[src/common/lbl_pkg.sv]
// constants and types for the line-sequential colour select block
package lbl_pkg;

  // register byte offsets
  localparam logic [7:0] LBL_OFS_CTRL = 8'h00;
  localparam logic [7:0] LBL_OFS_SOFT_RST = 8'h04;
  localparam logic [7:0] LBL_OFS_CYC_RST = 8'h08;
  localparam logic [7:0] LBL_OFS_STATUS = 8'h0C;
  localparam logic [7:0] LBL_OFS_BASE = 8'h10;

  // control register field positions
  localparam int LBL_BIT_LINE_MODE = 0;
  localparam int LBL_BIT_PIN_FUNC = 1;
  localparam int LBL_BIT_FORCE_MUX = 2;
  localparam int LBL_BIT_INT_CLAMP = 3;
  localparam int LBL_POS_INT_COL = 4;
  localparam int LBL_POS_FORCED_COL = 6;

  // reset values
  localparam logic [7:0] LBL_CTRL_RST = 8'h40;
  localparam logic [7:0] LBL_BASE_RST = 8'h00;

  // colour codes of the counter and mux selects
  localparam logic [1:0] LBL_COL_RED = 2'h0;
  localparam logic [1:0] LBL_COL_GREEN = 2'h1;
  localparam logic [1:0] LBL_COL_BLUE = 2'h2;

  // auto-cycle counter states
  typedef enum logic [1:0] {
    CYC_RED,
    CYC_GREEN,
    CYC_BLUE
  } lbl_cyc_e;

  // fields of the line mode control register
  typedef struct packed {
    logic [1:0] forced_colour_sel;
    logic [1:0] internal_colour_sel;
    logic internal_clamp_enable;
    logic force_mux_enable;
    logic pin_function_choice;
    logic line_sequential_mode;
  } lbl_ctrl_s;

  // settings from the other setup registers, kept locally
  typedef struct packed {
    logic [1:0] mono_channel_pick;
    logic single_channel_select;
  } lbl_base_s;

  // effective controls handed to the analogue path
  typedef struct packed {
    logic single_channel_eff;
    logic [1:0] channel_pick_eff;
    logic green_pga_en;
    logic blue_pga_en;
    logic [1:0] input_mux_sel;
    logic [1:0] gain_offset_mux_sel;
    logic clamp_strobe;
  } lbl_out_s;

endpackage

[src/design/lbl_select.sv]
// line-sequential colour select control with apb register access
//
// Our own choices: the register offsets and the APB slave port.
module lbl_select (
  input wire logic pclk,
  input wire logic presetn,
  input wire logic psel,
  input wire logic penable,
  input wire logic pwrite,
  input wire logic [7:0] paddr,
  input wire logic [31:0] pwdata,
  output logic [31:0] prdata,
  output logic pready,
  output logic pslverr,
  input wire logic clamp_or_cycle_pin,
  output lbl_pkg::lbl_out_s ctrl_out
);

  lbl_pkg::lbl_ctrl_s ctrl_r;
  lbl_pkg::lbl_base_s base_r;
  lbl_pkg::lbl_cyc_e cyc_r;
  lbl_pkg::lbl_cyc_e cyc_nxt;
  lbl_pkg::lbl_out_s out_nxt;
  lbl_pkg::lbl_out_s out_r;

  logic [31:0] prdata_r;
  logic [31:0] rdata_nxt;
  logic pready_r;
  logic pslverr_r;
  logic mapped;
  logic setup_ph;
  logic wr_acc;
  logic soft_rst;
  logic cyc_rst;

  logic pin_s1_r;
  logic pin_s2_r;
  logic pin_d_r;
  logic pin_rise;
  logic auto_cycle;

  // address decode
  always_comb begin
    case (paddr)
      lbl_pkg::LBL_OFS_CTRL,
      lbl_pkg::LBL_OFS_SOFT_RST,
      lbl_pkg::LBL_OFS_CYC_RST,
      lbl_pkg::LBL_OFS_STATUS,
      lbl_pkg::LBL_OFS_BASE: begin
        mapped = 1'b1;
      end
      default: begin
        mapped = 1'b0;
      end
    endcase
  end

  // bus phase qualifiers
  assign setup_ph = psel && !penable;
  // writes land at the access edge only
  assign wr_acc = psel && penable && pready_r && pwrite && mapped;
  assign soft_rst = wr_acc && (paddr == lbl_pkg::LBL_OFS_SOFT_RST);
  assign cyc_rst = wr_acc && (paddr == lbl_pkg::LBL_OFS_CYC_RST);

  // read data mux, prepared in the setup phase
  always_comb begin
    rdata_nxt = 32'h0000_0000;
    case (paddr)
      lbl_pkg::LBL_OFS_CTRL: begin
        rdata_nxt[7:0] = ctrl_r;
      end
      lbl_pkg::LBL_OFS_BASE: begin
        rdata_nxt[2:0] = base_r;
      end
      lbl_pkg::LBL_OFS_STATUS: begin
        rdata_nxt[1:0] = cyc_r;
        rdata_nxt[11:2] = out_r;
      end
      default: begin
        rdata_nxt = 32'h0000_0000;
      end
    endcase
  end

  // one-cycle access: ready rises for the first access cycle
  always_ff @(posedge pclk or negedge presetn) begin
    if (!presetn) begin
      pready_r <= 1'b0;
    end else begin
      pready_r <= setup_ph;
    end
  end

  // read data and error latched at the setup edge
  always_ff @(posedge pclk or negedge presetn) begin
    if (!presetn) begin
      prdata_r <= 32'h0000_0000;
      pslverr_r <= 1'b0;
    end else if (setup_ph) begin
      prdata_r <= pwrite ? 32'h0000_0000 : rdata_nxt;
      pslverr_r <= !mapped;
    end else if (pready_r) begin
      prdata_r <= 32'h0000_0000;
      pslverr_r <= 1'b0;
    end
  end

  assign prdata = prdata_r;
  assign pready = pready_r;
  assign pslverr = pslverr_r;

  // control register, defaults on either reset
  always_ff @(posedge pclk or negedge presetn) begin
    if (!presetn) begin
      ctrl_r <= lbl_pkg::LBL_CTRL_RST;
    end else if (soft_rst) begin
      ctrl_r <= lbl_pkg::LBL_CTRL_RST;
    end else if (wr_acc && (paddr == lbl_pkg::LBL_OFS_CTRL)) begin
      ctrl_r <= pwdata[7:0];
    end
  end

  // base settings from the other setup registers
  always_ff @(posedge pclk or negedge presetn) begin
    if (!presetn) begin
      base_r <= lbl_pkg::LBL_BASE_RST[2:0];
    end else if (soft_rst) begin
      base_r <= lbl_pkg::LBL_BASE_RST[2:0];
    end else if (wr_acc && (paddr == lbl_pkg::LBL_OFS_BASE)) begin
      base_r <= pwdata[2:0];
    end
  end

  // two-flop synchroniser, then a third flop for edge detect
  always_ff @(posedge pclk or negedge presetn) begin
    if (!presetn) begin
      pin_s1_r <= 1'b0;
      pin_s2_r <= 1'b0;
      pin_d_r <= 1'b0;
    end else begin
      pin_s1_r <= clamp_or_cycle_pin;
      pin_s2_r <= pin_s1_r;
      pin_d_r <= pin_s2_r;
    end
  end

  // edge taken from synchronised stages only
  assign pin_rise = pin_s2_r && !pin_d_r;

  // auto-cycling needs line mode and pin function
  assign auto_cycle = ctrl_r.line_sequential_mode && ctrl_r.pin_function_choice;

  // red, green, blue, back to red
  always_comb begin
    case (cyc_r)
      lbl_pkg::CYC_RED: begin
        cyc_nxt = lbl_pkg::CYC_GREEN;
      end
      lbl_pkg::CYC_GREEN: begin
        cyc_nxt = lbl_pkg::CYC_BLUE;
      end
      lbl_pkg::CYC_BLUE: begin
        cyc_nxt = lbl_pkg::CYC_RED;
      end
      default: begin
        cyc_nxt = lbl_pkg::CYC_RED;
      end
    endcase
  end

  // counter; a software reset write beats a same-cycle pulse
  always_ff @(posedge pclk or negedge presetn) begin
    if (!presetn) begin
      cyc_r <= lbl_pkg::CYC_RED;
    end else if (cyc_rst || soft_rst) begin
      cyc_r <= lbl_pkg::CYC_RED;
    end else if (auto_cycle && pin_rise) begin
      cyc_r <= cyc_nxt;
    end
  end

  // effective controls for the analogue path
  always_comb begin
    out_nxt.single_channel_eff = base_r.single_channel_select;
    out_nxt.channel_pick_eff = base_r.mono_channel_pick;
    out_nxt.green_pga_en = 1'b1;
    out_nxt.blue_pga_en = 1'b1;
    out_nxt.input_mux_sel = base_r.mono_channel_pick;
    out_nxt.gain_offset_mux_sel = base_r.mono_channel_pick;
    // outside line mode the pin is the clamp strobe
    out_nxt.clamp_strobe = pin_s2_r;
    if (ctrl_r.line_sequential_mode) begin
      out_nxt.single_channel_eff = 1'b1;
      out_nxt.channel_pick_eff = lbl_pkg::LBL_COL_RED;
      out_nxt.green_pga_en = 1'b0;
      out_nxt.blue_pga_en = 1'b0;
      if (ctrl_r.pin_function_choice) begin
        out_nxt.input_mux_sel = cyc_r;
        out_nxt.gain_offset_mux_sel = cyc_r;
        out_nxt.clamp_strobe = ctrl_r.internal_clamp_enable;
      end else begin
        out_nxt.input_mux_sel = ctrl_r.internal_colour_sel;
        out_nxt.gain_offset_mux_sel = ctrl_r.internal_colour_sel;
        out_nxt.clamp_strobe = pin_s2_r;
      end
      if (ctrl_r.force_mux_enable) begin
        out_nxt.input_mux_sel = ctrl_r.forced_colour_sel;
      end
    end
  end

  // registered outputs; the clamp strobe is three cycles behind the pin, the cycled mux selects four
  always_ff @(posedge pclk or negedge presetn) begin
    if (!presetn) begin
      out_r <= '0;
    end else begin
      out_r <= out_nxt;
    end
  end

  assign ctrl_out = out_r;

endmodule

[config.mk]
export PLATFORM = sky130hd
export DESIGN_NAME = lbl_select
export DESIGN_NICKNAME = d
export VERILOG_FILES = /design/src/common/lbl_pkg.sv /design/src/design/lbl_select.sv
export SDC_FILE = /design/constraint.sdc
export NUM_CORES = 1
export LEC_CHECK = 0
export BUFFER_PORTS_ARGS = -buffer_cell sky130_fd_sc_hd__clkbuf_2
export CORE_ASPECT_RATIO = 0.8
export CORE_MARGIN = 2
export CORE_UTILIZATION = 30
export CTS_CLUSTER_DIAMETER = 40
export DETAILED_ROUTE_END_ITERATION = 7
export PLACE_DENSITY = 0.67
export REMOVE_ABC_BUFFERS = 1
export SLEW_MARGIN = 30
export SYNTH_ARGS = -nofsm -noshare
export SYNTH_HDL_FRONTEND = slang
export SYNTH_SLANG_ARGS = --single-unit
[constraint.sdc]
create_clock -name pclk -period 1.8 [get_ports pclk]
set_clock_uncertainty 0.05 [all_clocks]
set_input_delay 0.09 -clock pclk [delete_from_list [all_inputs] [get_ports pclk]]
set_output_delay 0.09 -clock pclk [all_outputs]
set_load 0.005 [all_outputs]
==> impl_metrics.tcl <==
set metrics [dict create \
    clock_path_buffers 2 \
    cp-start-kind "input port" \
    critPathArrivalTime_ns 1.78 \
    synth.avg_cell_area_um2 11.22 \
    ioPinCount 90 \
    ir_drop_uv 327.6 \
    synth.area.top_cells "dfrtp_1, buf_4, a22o_1" \
    netSwitchingFraction 0.2105 \
    initial_core_util 0.3067 \
    timing.critical_path.mode_cell "or3_1" \
    grt_use_met3 0.05165 \
    overflow 0 \
    grt-busiest-layer "met2" \
    fin_setup_tns_ns 0 \
    final_cell_mix "clkbuf_2, dfrtp_1, conb_1, a22o_1" \
    grtUsageMet2 0.1871 \
    grt_max_degree 40 \
    post_drt_wl_per_cell_um 12.97 \
    cts-resized-gates 0 \
    min_delay_worst_endpoint "pready" \
    yosysTopAreaCell "dfrtp_1" \
    worstMarginPinSlew_ns 0.6837 \
    setup.worst_path.end_class "register" \
    clockRootBuffer "clkbuf_8" \
    port-buffer-count 45 \
    insertion_delay_ns 0.29 \
    firstDrtPassIters 4 \
    synthCells 159 \
    grt_pass1_wl_um 6520 \
    seqPwrFrac 0.474 \
    dpl_cell_area_um2 2077 \
    clkSinkCount 39 \
    ys_ff_latch 39 \
    use_met1 0.1788 \
    r2r_end "base_r[2]" \
    crit_required_ns 1.93 \
    synth_top_flop_cell "dfrtp_1" \
    die-area_um2 6584 \
    cts_buffers 5 \
    core_um2 5818 \
    antenna_cells 0 \
    grt_setup_unrepaired "false" \
    min_period_ns 1.652 \
    r2r_slack_ns 0.33 \
    p_clk_frac 0.459 \
    outcome "completed" \
    drt_iter0_markers 70 \
    drive_gt1_frac 0.3156 \
    die_h_um 72.98 \
    yosysWarnings 0 \
    drc 0 \
    slew_headroom 0.5425 \
    h-tree-depth 2 \
    via_per_inst 4.386 \
    clk_pin_slew_ns 0.08 \
    drt_wl_total_um 3969 \
    rr_startpoint "pready" \
    internal_power_w 0.001499 \
    grt_pass1_vias 1225 \
    seq_area_um2 977.2 \
    slowest_delay_ns 0.52 \
    crit_chain "clkbuf_2 > or4_4 > or3_1 > or3_1 > a22o_1" \
    crit_fanout 6 \
    async_flop_share 1.000 \
    fin_crit_sh 0.9177 \
    fin_nets 270 \
    final_common_cell "clkbuf_2" \
    cts_tree "done" \
    area_delta_synth_final_pct 30.22 \
    route.vias.total 1342 \
    power_density_nw_per_um2 816.9 \
    final_area_um2 2323 \
    cp_slowest_cell "or4_4" \
    setup_violations 0 \
    hold_start "psel" \
    antenna_found_initial 0 \
    fmax_ghz 0.6054 \
    crit_type "in2reg" \
    ys_types 33 \
    p_comb_frac 0.067 \
    multiInputGateArea_um2 675.6 \
    worst-path-buf-inv 1 \
    fin_total_pwr_w 0.001898 \
    slew_violations 0 \
    fp.dieW_um 90.22 \
    netSwitchingPower_w 0.0003995 \
    place.gp.congestion 0.7504 \
    cpLargestDelayFamily "simple AND/OR/NAND/NOR gates" \
    row_count 25 \
    hold_class "in2reg" \
    hold_viol 0 \
    fill_cells 588 \
    power.leakage_nw 1.158 \
    ant_nets 0 \
    rr_worst_depth 5 \
    synth-edff-count 0 \
    hpwl_um 3022 \
    synth_area_um2 1784 \
    max_cap_viol_count 0 \
    ys_seq_area_frac 0.5477 \
    grt_use_total 0.1295 \
    hold_depth 2 \
    netlist.area_leader.share 0.5330 \
]
-- worst max-delay path by stage --
stage             start        end  slack, ns  cells past startpoint
2_1_floorplan  paddr[7]  ctrl_r[1]      -0.08                      4
3_3_place_gp   paddr[7]  ctrl_r[7]      -0.13                      5
3_5_place_dp   paddr[7]  ctrl_r[7]      -0.15                      5
4_1_cts        paddr[7]  ctrl_r[5]       0.15                      5
5_1_grt         penable  prdata[4]       0.11                      6
6_report       paddr[7]  ctrl_r[5]       0.15                      5
-- cell usage after synthesis, types with 2 or more instances --
master,count
o21ai_0,7
dfrtp_1,38
nor4_1,2
nand2b_1,2
clkbuf_1,4
nor2_1,7
buf_4,21
and2_1,5
a22o_1,13
a21oi_1,7
inv_1,4
mux2i_1,9
a221o_1,5
nor3_1,4
buf_2,3
nand2_1,9
nor3_2,2
or3_1,2
-- state kept, by name, indices dropped and copies added, names as in the netlist --
name / cells
ctrl_out: 9
pready: 1
pin_s1_r: 1
cyc_r: 2
pin_d_r: 1
pslverr: 1
pin_s2_r: 1
base_r: 3
prdata: 12
ctrl_r: 8
-- cells by family after synthesis --
| logic type | after synthesis | share of synthesized area |
|---|---|---|
| AO/OA/AOI/OAI | 35 | 0.1452 |
| flip-flops | 39 | 0.5477 |
| other | 1 | 0.002102 |
| multiplexers | 10 | 0.05680 |
| XOR/XNOR | 1 | 0.004910 |
| AND/OR/NAND/NOR | 41 | 0.1297 |
| buffers and inverters | 32 | 0.1136 |
-- routing by layer --
layer	wire, um	part of all wire	vias to the layer above
li1	-	-	651
met2	1708	0.43	40
met1	1948	0.49	646
met3	264	0.067	5
met5	0	0	-
met4	48	0.012	0
-- final cells by class --
cell class,count,area share
multi-input combinational,107,0.2908
sequential,39,0.4206
clock buffer,5,0.02962
inverter,4,0.006462
timing repair buffer,67,0.1799
clock inverter,3,0.02908
tap,81,0.04362
-- power groups by stage --
stage	Clock [W]	Sequential [W]	Combinational (W)
finish	0.000871	0.000899	0.000128
CTS	0.000889	0.000899	0.000131
detailed placement	0	0.000917	0.000112
floorplan	0	0.000915	0.0000406
global placement	0	0.000916	0.000110
global route	0.000926	0.000901	0.000145
-- stage by stage --
step	util	cells	worst slack (ns)	hold slack, ns
after floorplan	-	150	-0.08126	-0.2556
after global placement	0.3570	287	-0.1252	0.1204
after detailed placement	0.3570	287	-0.1543	0.1295
after CTS	0.3994	306	0.1465	0.03368
after global routing	0.3994	306	0.1124	0.06340
final	0.3994	306	0.1481	0.04357
-- repair_timing --
item	in CTS	in global routing
setup buffers	0	0
hold buffers	11	0
hold endpoints to repair	48	0
setup endpoints to repair	0	0
Note: power is estimated with default switching activity, not from simulation.
